`src/logic/rtm_pkg.sv`:
```
// Constants for the temperature module status and configuration map
package rtm_pkg;

   // ------------------------------------------------------------
   // Geometry
   // ------------------------------------------------------------
   localparam int          RTM_POINTS   = 8;
   localparam int          RTM_WORD_W   = 16;
   localparam int          RTM_ADDR_W   = 8;
   localparam int          RTM_CFG_NUM  = 5;

   // ------------------------------------------------------------
   // Word offsets in the map
   // ------------------------------------------------------------
   localparam logic [7:0]  RTM_OFS_PEAK_STAT  = 8'h13;
   localparam logic [7:0]  RTM_OFS_FMT_STAT   = 8'h14;
   localparam logic [7:0]  RTM_OFS_AVG_STAT   = 8'h15;
   localparam logic [7:0]  RTM_OFS_ALM_STAT   = 8'h16;
   localparam logic [7:0]  RTM_OFS_UNIT_STAT  = 8'h17;
   localparam logic [7:0]  RTM_OFS_POINTER    = 8'h18;
   localparam logic [7:0]  RTM_OFS_PT_CFG     = 8'h19;
   localparam logic [7:0]  RTM_OFS_FMT_CFG    = 8'h1A;
   localparam logic [7:0]  RTM_OFS_AVG_CFG    = 8'h1B;
   localparam logic [7:0]  RTM_OFS_ALM_CFG    = 8'h1C;
   localparam logic [7:0]  RTM_OFS_UNIT_CFG   = 8'h1D;

   // ------------------------------------------------------------
   // Field positions: low byte and high byte of a word
   // ------------------------------------------------------------
   localparam int          RTM_LO_LSB   = 0;
   localparam int          RTM_HI_LSB   = 8;

   // ------------------------------------------------------------
   // Reset values
   // ------------------------------------------------------------
   // Points all enabled, peak hold all disabled
   localparam logic [15:0] RTM_RST_PT_CFG   = 16'h00FF;
   // Packed decimal (1) for every point, scaling off
   localparam logic [15:0] RTM_RST_FMT_CFG  = 16'h00FF;
   localparam logic [15:0] RTM_RST_AVG_CFG  = 16'h0000;
   localparam logic [15:0] RTM_RST_ALM_CFG  = 16'h0000;
   localparam logic [15:0] RTM_RST_UNIT_CFG = 16'h0000;
   localparam logic [15:0] RTM_RST_POINTER  = 16'h0000;
   localparam logic [15:0] RTM_RST_STAT     = 16'h0000;

   // Format select encoding
   localparam logic        RTM_FMT_BCD    = 1'b1;
   localparam logic        RTM_FMT_BINARY = 1'b0;

   // Transfer direction state
   typedef enum logic [1:0] {
      RTM_XF_IDLE,
      RTM_XF_READ,
      RTM_XF_WRITE
   } rtm_xfer_t;

endpackage : rtm_pkg

```
`src/logic/rtm_cfg_bank.sv`:
```
// Writable configuration words of the map, one register per word
`timescale 1ns/1ns

module rtm_cfg_bank
   import rtm_pkg::*;
(
   // Clock and reset
   input  wire logic                           i_core_clk,
   input  wire logic                           i_rst,
   // Write port
   input  wire logic                           i_wr_en,
   input  wire logic [rtm_pkg::RTM_ADDR_W-1:0] i_wr_addr,
   input  wire logic [rtm_pkg::RTM_WORD_W-1:0] i_wr_data,
   // Stored words, lowest offset first
   output logic [rtm_pkg::RTM_WORD_W-1:0]      o_word [rtm_pkg::RTM_CFG_NUM]
);
   import rtm_pkg::*;

   localparam logic [RTM_WORD_W-1:0] RST_VAL [RTM_CFG_NUM] = '{
      RTM_RST_PT_CFG, RTM_RST_FMT_CFG, RTM_RST_AVG_CFG, RTM_RST_ALM_CFG, RTM_RST_UNIT_CFG
   };

   // ------------------------------------------------------------
   // One register per configuration word
   // ------------------------------------------------------------
   genvar g;
   generate
      for (g = 0; g < RTM_CFG_NUM; g++) begin : g_word
         logic [RTM_WORD_W-1:0] word_r;
         always_ff @(posedge i_core_clk or posedge i_rst) begin
            if (i_rst) begin
               word_r <= RST_VAL[g];
            end else if (i_wr_en && i_wr_addr == RTM_OFS_PT_CFG + RTM_ADDR_W'(g)) begin
               word_r <= i_wr_data;
            end
         end
         assign o_word[g] = word_r;
      end
   endgenerate

endmodule : rtm_cfg_bank

```
`src/logic/rtm_status_map.sv`:
```
// Status mirror, start pointer and block transfer port of the map
//
// Notes on behaviour
// - Word 19 high byte mirrors peak hold enables from word 25 high byte.
// - Word 20 low byte mirrors per-point output format from word 26 low byte.
// - Word 20 high byte mirrors scaling enables from word 26 high byte.
// - Word 21 low byte mirrors averaging enables from word 27 low byte.
// - Word 21 high byte mirrors filtering enables from word 27 high byte.
// - Word 22 low byte mirrors low alarm enables from word 28 low byte.
// - Word 22 high byte mirrors high alarm enables from word 28 high byte.
// - Word 23 low byte mirrors Celsius/Fahrenheit choice from word 29 low byte.
// - Word 24 is a writable pointer; every block transfer starts at the word it points to.
// - Format bit one selects packed decimal, zero selects binary.
// - Peak hold enables in word 25 high byte reset to zero.
`timescale 1ns/1ns

module rtm_status_map
   import rtm_pkg::*;
(
   // Clock and reset
   input  wire logic                           i_core_clk,
   input  wire logic                           i_rst,
   // Block transfer from host
   input  wire logic                           i_xfer_start,
   input  wire logic                           i_word_wr,
   input  wire logic [rtm_pkg::RTM_WORD_W-1:0] i_word_wdata,
   input  wire logic                           i_word_rd,
   output logic [rtm_pkg::RTM_WORD_W-1:0]      o_rd_data,
   output logic                                o_rd_valid,
   output logic [rtm_pkg::RTM_ADDR_W-1:0]      o_xfer_addr,
   // Configuration towards conversion logic
   output logic [rtm_pkg::RTM_POINTS-1:0]      o_scan_enable,
   output logic [rtm_pkg::RTM_POINTS-1:0]      o_peak_enable,
   output logic [rtm_pkg::RTM_POINTS-1:0]      o_fmt_bcd,
   output logic [rtm_pkg::RTM_POINTS-1:0]      o_scale_enable,
   output logic [rtm_pkg::RTM_POINTS-1:0]      o_avg_enable,
   output logic [rtm_pkg::RTM_POINTS-1:0]      o_filt_enable,
   output logic [rtm_pkg::RTM_POINTS-1:0]      o_lo_alarm_enable,
   output logic [rtm_pkg::RTM_POINTS-1:0]      o_hi_alarm_enable,
   output logic [rtm_pkg::RTM_POINTS-1:0]      o_unit_select
);
   import rtm_pkg::*;

   // ------------------------------------------------------------
   // Declarations
   // ------------------------------------------------------------
   logic [RTM_WORD_W-1:0] cfg_word [RTM_CFG_NUM];
   logic [RTM_WORD_W-1:0] pointer_r;
   logic [RTM_ADDR_W-1:0] addr_r;
   logic [RTM_ADDR_W-1:0] addr_nxt;
   logic [RTM_ADDR_W-1:0] cur_addr;
   logic [RTM_WORD_W-1:0] stat_r [5];
   logic [RTM_WORD_W-1:0] stat_nxt [5];
   logic [RTM_WORD_W-1:0] rd_word;
   logic [RTM_WORD_W-1:0] rd_data_r;
   logic                  rd_valid_r;
   rtm_xfer_t             xfer_r;
   rtm_xfer_t             xfer_nxt;

   // ------------------------------------------------------------
   // Transfer address
   // ------------------------------------------------------------
   // start at pointer
   // A start and a word access in one cycle use the pointer directly
   assign cur_addr = i_xfer_start ? pointer_r[RTM_ADDR_W-1:0] : addr_r;

   always_comb begin
      addr_nxt = cur_addr;
      if (i_word_wr || i_word_rd) begin
         addr_nxt = cur_addr + RTM_ADDR_W'(1);
      end
   end

   always_ff @(posedge i_core_clk or posedge i_rst) begin
      if (i_rst) begin
         addr_r <= '0;
      end else begin
         addr_r <= addr_nxt;
      end
   end

   // Direction is tracked for observation only after the first access
   always_comb begin
      xfer_nxt = xfer_r;
      case (xfer_r)
         RTM_XF_IDLE,
         RTM_XF_READ,
         RTM_XF_WRITE: begin
            if (i_word_wr) begin
               xfer_nxt = RTM_XF_WRITE;
            end else if (i_word_rd) begin
               xfer_nxt = RTM_XF_READ;
            end else if (i_xfer_start) begin
               xfer_nxt = RTM_XF_IDLE;
            end
         end
         default: xfer_nxt = RTM_XF_IDLE;
      endcase
   end

   always_ff @(posedge i_core_clk or posedge i_rst) begin
      if (i_rst) begin
         xfer_r <= RTM_XF_IDLE;
      end else begin
         xfer_r <= xfer_nxt;
      end
   end

   // ------------------------------------------------------------
   // Pointer word
   // ------------------------------------------------------------
   // writable pointer
   always_ff @(posedge i_core_clk or posedge i_rst) begin
      if (i_rst) begin
         pointer_r <= RTM_RST_POINTER;
      end else if (i_word_wr && cur_addr == RTM_OFS_POINTER) begin
         pointer_r <= i_word_wdata;
      end
   end

   // ------------------------------------------------------------
   // Configuration words 25 to 29
   // ------------------------------------------------------------
   rtm_cfg_bank u_cfg (
      .i_core_clk (i_core_clk),
      .i_rst      (i_rst),
      .i_wr_en    (i_word_wr),
      .i_wr_addr  (cur_addr),
      .i_wr_data  (i_word_wdata),
      .o_word     (cfg_word)
   );

   // ------------------------------------------------------------
   // Status mirror, words 19 to 23
   // ------------------------------------------------------------
   always_comb begin
      stat_nxt[0][RTM_HI_LSB +: 8] = cfg_word[0][RTM_HI_LSB +: 8];
      stat_nxt[0][RTM_LO_LSB +: 8] = cfg_word[0][RTM_LO_LSB +: 8];
      stat_nxt[1][RTM_LO_LSB +: 8] = cfg_word[1][RTM_LO_LSB +: 8];
      stat_nxt[1][RTM_HI_LSB +: 8] = cfg_word[1][RTM_HI_LSB +: 8];
      stat_nxt[2][RTM_LO_LSB +: 8] = cfg_word[2][RTM_LO_LSB +: 8];
      stat_nxt[2][RTM_HI_LSB +: 8] = cfg_word[2][RTM_HI_LSB +: 8];
      stat_nxt[3][RTM_LO_LSB +: 8] = cfg_word[3][RTM_LO_LSB +: 8];
      stat_nxt[3][RTM_HI_LSB +: 8] = cfg_word[3][RTM_HI_LSB +: 8];
      stat_nxt[4][RTM_LO_LSB +: 8] = cfg_word[4][RTM_LO_LSB +: 8];
      stat_nxt[4][RTM_HI_LSB +: 8] = 8'h00;
   end

   // host writes ignored
   // Status follows configuration one cycle late, never the bus
   genvar s;
   generate
      for (s = 0; s < 5; s++) begin : g_stat
         always_ff @(posedge i_core_clk or posedge i_rst) begin
            if (i_rst) begin
               stat_r[s] <= RTM_RST_STAT;
            end else begin
               stat_r[s] <= stat_nxt[s];
            end
         end
      end
   endgenerate

   // ------------------------------------------------------------
   // Read path
   // ------------------------------------------------------------
   always_comb begin
      case (cur_addr)
         RTM_OFS_PEAK_STAT: rd_word = stat_r[0];
         RTM_OFS_FMT_STAT:  rd_word = stat_r[1];
         RTM_OFS_AVG_STAT:  rd_word = stat_r[2];
         RTM_OFS_ALM_STAT:  rd_word = stat_r[3];
         RTM_OFS_UNIT_STAT: rd_word = stat_r[4];
         RTM_OFS_POINTER:   rd_word = pointer_r;
         RTM_OFS_PT_CFG:    rd_word = cfg_word[0];
         RTM_OFS_FMT_CFG:   rd_word = cfg_word[1];
         RTM_OFS_AVG_CFG:   rd_word = cfg_word[2];
         RTM_OFS_ALM_CFG:   rd_word = cfg_word[3];
         RTM_OFS_UNIT_CFG:  rd_word = cfg_word[4];
         // Words held elsewhere read as zero here
         default:           rd_word = '0;
      endcase
   end

   always_ff @(posedge i_core_clk or posedge i_rst) begin
      if (i_rst) begin
         rd_data_r  <= '0;
         rd_valid_r <= 1'b0;
      end else begin
         rd_valid_r <= i_word_rd;
         if (i_word_rd) begin
            rd_data_r <= rd_word;
         end
      end
   end

   assign o_rd_data   = rd_data_r;
   assign o_rd_valid  = rd_valid_r;
   assign o_xfer_addr = addr_r;

   // ------------------------------------------------------------
   // Configuration outputs
   // ------------------------------------------------------------
   // scan only enabled
   assign o_scan_enable     = cfg_word[0][RTM_LO_LSB +: 8];
   assign o_peak_enable     = cfg_word[0][RTM_HI_LSB +: 8];
   assign o_fmt_bcd         = cfg_word[1][RTM_LO_LSB +: 8];
   assign o_scale_enable    = cfg_word[1][RTM_HI_LSB +: 8];
   assign o_avg_enable      = cfg_word[2][RTM_LO_LSB +: 8];
   assign o_filt_enable     = cfg_word[2][RTM_HI_LSB +: 8];
   assign o_lo_alarm_enable = cfg_word[3][RTM_LO_LSB +: 8];
   assign o_hi_alarm_enable = cfg_word[3][RTM_HI_LSB +: 8];
   assign o_unit_select     = cfg_word[4][RTM_LO_LSB +: 8];

endmodule : rtm_status_map

```
`config.mk`:
```
export PLATFORM = sky130hd
export DESIGN_NAME = rtm_status_map
export DESIGN_NICKNAME = d
export VERILOG_FILES = /design/src/logic/rtm_pkg.sv /design/src/logic/rtm_cfg_bank.sv /design/src/logic/rtm_status_map.sv
export SDC_FILE = /design/constraint.sdc
export NUM_CORES = 1
export LEC_CHECK = 0
export ABC_AREA = 1
export ABC_CLOCK_PERIOD_IN_PS = 17000
export BUFFER_PORTS_ARGS = -buffer_cell sky130_fd_sc_hd__buf_2
export CAP_MARGIN = 20
export CORE_MARGIN = 2
export CORE_UTILIZATION = 35
export CTS_CLUSTER_SIZE = 24
export DETAILED_ROUTE_END_ITERATION = 6
export PLACE_DENSITY_LB_ADDON = 0.25
export SLEW_MARGIN = 20
export SYNTH_ARGS = -nofsm -noshare
export SYNTH_HDL_FRONTEND = slang
export SYNTH_SLANG_ARGS = --single-unit
```
`constraint.sdc`:
```
create_clock -name i_core_clk -period 17 [get_ports i_core_clk]
set_input_delay 1.7 -clock i_core_clk [delete_from_list [all_inputs] [get_ports i_core_clk]]
set_output_delay 1.7 -clock i_core_clk [all_outputs]
set_load 0.02 [all_outputs]
```
==> reports/summary.txt, run 1 <==
status - completed
drt wl/cell - 17.5 microns
die area - 0.0263 sq mm
post-synth top area cell - dfrtp_1
Hold Buf Count CTS - 0
initial cell density of the core - 0.358
Root Buffer - clkbuf_16
Hold Path Class - reg2reg
top area cells in the synthesized netlist - dfrtp_1, nand2_1, nand3_1
crit path buf inv count - 3
Sequential Power Share - 0.494
share of layout cells above drive strength 1 - 0.188
startpoint types - input port
CTS tree - yes
ys async rst share - 1.00
final hold slack - 0.423 ns
Tmin final - 4.70 ns
largest net degree at the start of global routing - 130
Crit Path Class - in2reg
CP Capture Type - flip-flop
Max stage delay on crit path - 0.82 ns
row cnt - 57
GRT overflow - 0
count of cell types in the netlist - 26
io pins - 118
unrepaired setup endpoints after global routing - no
Max Clk Rate - 213 MHz
number of H-tree levels - 4
first-pass GRT wire length - 37.7 mm
Setup Fix Bufs, Post-CTS - 0
ANT cells - 0
Arr. time, crit path - 5.03 ns
ANT nets after route - 0
fin cells - 1,357
port buffer count - 117
internal power - 0.717 mW
Synth top area share - 0.507
Placed Cells - 1,325
CP max-delay cell - buf_4
Residual DRC - 0
GR Util All Layers - 0.188
most common cell in the netlist - nand2_1
Setup Skew - 0.0133 ns
#FFs+latches synth - 193
Syn Std Cell Area - 0.00874 sq mm
Routed WL - 23.8 mm
Net Sw Frac - 0.234
Comb power frac - 0.040
CTS Buffer Depth - 2
worst setup margin - 12.30 ns
Cells after Synth - 999
Commonest cells post-synth - nand2_1, dfrtp_1, nand3_1, buf_4, nor2_1
max_cap viols - 0
GP Congestion - 0.803
Synth Flop Type - dfrtp_1
Clk network pwr share - 0.467
die height - 162 microns
Setup TNS - 0 ns
Core Region - 0.0244 sq mm
clock-pin slew on the worst setup and hold paths - 0.07 ns
DR vias/cell - 4.89
Num CTS Buffers - 17
vias in the first global route - 6,496
worst-path cell chain - buf_2 > clkinv_1 > nand2_1 > nand2_2 > nand2_2 > nor2_8 > buf_4 > nand3_2 > o21ai_0
fin nets - 1,045
VDD IR-drop max - 0.0482 mV
final setup vio count - 0
slew at the pin with the worst max-slew slack - 1.04 ns
Layout area overhead - 9.82%
Worst-Skew Late Latency - 0.44 ns
clk sink count - 193
initial drt markers - 517
Avg Synthesized Cell Area - 8.75 sq um
Power Density - 97.5 mW/mm^2
via count - 6,632
sequential area share after synthesis - 0.555
antenna violations before repair - 0
Fin. Hold Viols - 0
post-CTS sizing - 0
DP HPWL - 16.1 mm
TritonRoute pass-1 iters - 5
EDFF count, synth - 0
yosys warns - 0
Leak - 5.01 nW
Required @ worst endpoint - 17.33 ns
Sw Pwr - 0.219 mW
Worst path most repeated cell - nand2_2
CP Max Fanout - 87
synthesized net count - 1,024
family with the most delay on the worst path - simple AND/OR/NAND/NOR gates
final period utilization - 0.276
pre-CTS setup slack - 11.91 ns
max-slew violation count - 0
Rel. slew slack - 0.306
Die Wd - 162 microns
## power by group through the flow
stage	clock network (mW)	registers [mW]	logic, mW
floorplan	0	0.473	0.0214
global placement	0	0.471	0.0383
detailed placement	0	0.471	0.0384
CTS	0.444	0.462	0.0385
global route	0.465	0.462	0.0420
finish	0.437	0.462	0.0371
## area by class of cell
cell class / instances / area [sq um]
fill: 2532 / 14800
sequential: 193 / 4850
multi-input combinational: 623 / 2850
timing repair buffer: 120 / 608
clock buffer: 18 / 429
tap: 324 / 405
inverter: 65 / 251
clock inverter: 14 / 203
## layout by cell type (no fill, tap or decap), drive strengths merged
master and count:
bufinv 4, nor3 2, clkinvlp 3, ha 4
nor2 86, nand3 169, clkinv 3, xor2 5
nand3b 1, xnor2 2, inv 69, clkbuf 18
nand2 257, o21ai 97, dfstp 16, buf 120
dfrtp 177
## metrics by stage
| stage | utilization | total power [mW] | cell area (sq um) |
|---|---|---|---|
| after floorplan | - | 0.495 | 8740 |
| after global placement | 0.368 | 0.509 | 8970 |
| after detailed placement | 0.368 | 0.509 | 8970 |
| after CTS | 0.394 | 0.945 | 9600 |
| after global routing | 0.394 | 0.969 | 9600 |
| final | 0.394 | 0.936 | 9600 |
## state kept, by name (all words and copies together), names as in the netlist
signal / count
u_cfg.g_word.word_r: 80
o_rd_data: 16
o_rd_valid: 1
pointer_r: 16
o_xfer_addr: 8
stat_r: 72
## routing by layer
layer | track usage | up-vias | part of all wire
met5 | 0 | - | 0
met4 | 0.0607 | 0 | 0.019
met3 | 0.0329 | 26 | 0.050
met2 | 0.311 | 195 | 0.48
met1 | 0.253 | 3232 | 0.45
li1 | - | 3179 | -
## final timing paths
check                                           from                          to  slack [ns]  cells after the start
min in group asynchronous                      i_rst              o_xfer_addr[7]        1.40                      2
max reg2reg                             pointer_r[7]  u_cfg.g_word[2].word_r[11]       13.46                      8
min                        u_cfg.g_word[2].word_r[0]                  stat_r[32]        0.42                      0
max                                     i_xfer_start  u_cfg.g_word[2].word_r[11]       12.30                      9
min reg2reg                u_cfg.g_word[2].word_r[0]                  stat_r[32]        0.42                      0
max in group asynchronous                      i_rst                  stat_r[16]       14.23                      3
## cell families after synthesis
logic type                 synth area share
DFF                                   0.555
adders and majority gates           0.00573
and+or+nand+nor                       0.258
AOI/OAI and AO/OA                    0.0555
xor gates and xnor gates            0.00701
buffers and inverters                 0.119
No activity file was read; power rests on OpenSTA's default activity.
==> run 2: changes to the inputs <==
Settings changed: ABC_CLOCK_PERIOD_IN_PS 17000 to 4000.
Clock period 17 ns to 4 ns, I/O delays scaled along.
==> run 2 against run 1 <==
Compared with the run above: global-route usage increased by 0.38 points; via count rose by 0.47%; clock power increased to 4.2 times the previous value; worst setup slack worse by 11 ns; total power rose to 4.3 times the previous value; sequential power grew to 4.2 times the previous value; design area increased by 1.2%; critical path type unchanged.
==> reports/summary.txt, run 2 (synthesis gave the netlist of run 1 again) <==
Core Region - 0.0244 sq mm
Setup TNS - 0 ns
initial cell density of the core - 0.358
Filler Cell Count - 2,518
VDD IR-drop max - 0.218 mV
GRT overflow - 0
GP Congestion - 0.885
Rel. slew slack - 0.410
commonest non-fill, non-tap cell in the layout - nand2_1
port buffer count - 117
ANT nets after route - 0
Arr. time, crit path - 2.85 ns
Layout area overhead - 11.1%
Sequential Power Share - 0.494
PnR Total Power - 3.98 mW
internal power - 3.08 mW
final setup vio count - 0
via count - 6,663
CP Capture Type - flip-flop
status - completed
Biggest register - u_cfg.g_word.word_r
slew at the pin with the worst max-slew slack - 0.882 ns
DP HPWL - 16.7 mm
CTS tree - yes
largest net degree at the start of global routing - 86
Leak - 5.09 nW
post-CTS sizing - 0
max_cap viols - 0
Crit Path Class - in2reg
Sw Pwr - 0.901 mW
number of H-tree levels - 4
Worst R2R Path Depth - 8
ANT cells - 0
Finished Core Util - 0.398
Max stage delay on crit path - 0.57 ns
worst-path cell chain - buf_2 > clkinv_1 > nand2_1 > nand2_1 > inv_1 > ha_1 > inv_1 > nor2_4 > nand3_2 > o21ai_0
DR vias/cell - 4.86
final hold slack - 0.0835 ns
Worst-Skew Late Latency - 0.43 ns
Net Sw Frac - 0.226
antenna violations before repair - 0
largest registers - u_cfg.g_word.word_r: 80 flops, stat_r: 72 flops
Required @ worst endpoint - 4.33 ns
vias in the first global route - 6,548
final period utilization - 0.629
CP Max Fanout - 32
Comb power frac - 0.042
unrepaired setup endpoints after global routing - no
clk sink count - 193
io pins - 118
most frequent cells in the layout - nand2_1, dfrtp_1, nand3_1
share of layout cells above drive strength 1 - 0.199
Root Buffer - clkbuf_16
drt wl/cell - 18.0 microns
row cnt - 57
Routed WL - 24.6 mm
initial drt markers - 522
Reg area - 0.00485 sq mm
Max Clk Rate - 397 MHz
Setup Skew - 0.0122 ns
Hold Path Class - in2async
Num CTS Buffers - 17
Die Wd - 162 microns
Tmin final - 2.52 ns
die height - 162 microns
fin nets - 1,059
first-pass GRT wire length - 37.9 mm
max-slew violation count - 0
startpoint types - input port
area of the multi-input gates - 0.00285 sq mm
Residual DRC - 0
Fin. Hold Viols - 0
Power Density - 410 mW/mm^2
clock-pin slew on the worst setup and hold paths - 0.07 ns
max FFs per register - 80
Hold Buf Count CTS - 0
die area - 0.0263 sq mm
GR Util All Layers - 0.192
CTS Buffer Depth - 2
TritonRoute pass-1 iters - 5
Clk network pwr share - 0.465
Setup Fix Bufs, Post-CTS - 0
CP max-delay cell - nand3_2
==> run 2: changes by cell type in the layout (fill, tap and decap cells not counted), moves of 2 or more <==
cell      delta
buf_4       +13
clkinv_2     +2
inv_8        -2
clkbuf_8     +2
==> run 2: cell type report <==
class	count	area share
Multi-Input combinational cell	623	0.294
Inverter	65	0.0255
Tap cell	324	0.0417
Clock inverter	12	0.0183
Sequential cell	193	0.499
Clock buffer	20	0.0470
Timing Repair Buffer	134	0.0747
==> run 2: through the flow <==
stage | instance area (sq um) | instances | setup slack, ns
finish | 9720 | 1371 | 1.48
global route | 9720 | 1371 | 1.09
CTS | 9720 | 1371 | 1.52
detailed placement | 9080 | 1339 | 1.08
global placement | 9080 | 1339 | 1.20
floorplan | 8750 | 999 | 1.12
==> run 2: power groups by stage <==
stage / Clock [mW] / Sequential [mW] / Combinational (mW)
5_1_grt: 1.96 / 1.96 / 0.187
4_1_cts: 1.87 / 1.96 / 0.171
6_report: 1.85 / 1.96 / 0.166
3_3_place_gp: 0 / 2.00 / 0.170
3_5_place_dp: 0 / 2.00 / 0.171
2_1_floorplan: 0 / 2.01 / 0.0912
==> run 2: critical path: cells and delay by family <==
family | cells | cell delay (ns)
buffers and inverters | 4 | 0.68
AOI/OAI and AO/OA | 1 | 0.36
adders and majority gates | 1 | 0.16
and+or+nand+nor | 4 | 1.24
==> run 2: routing by layer <==
layer  track usage  share of wire  up-vias
met4        0.0648          0.024        0
met3        0.0352          0.043       39
met1         0.254           0.45     3232
met5             0              0        -
met2         0.320           0.48      196
li1              -              -     3196
==> run 2: path summary, 6_finish.rpt <==
path / start / slack (ns) / end
min in group i_core_clk: i_word_wdata[0] / 0.30 / u_cfg.g_word[1].word_r[0]
hold / removal: i_rst / 0.08 / stat_r[54]
setup reg to reg: o_xfer_addr[1] / 1.56 / u_cfg.g_word[0].word_r[1]
hold reg to reg: u_cfg.g_word[1].word_r[0] / 0.42 / stat_r[48]
setup / recovery: i_xfer_start / 1.48 / u_cfg.g_word[0].word_r[1]
max in group asynchronous: i_rst / 3.24 / stat_r[1]
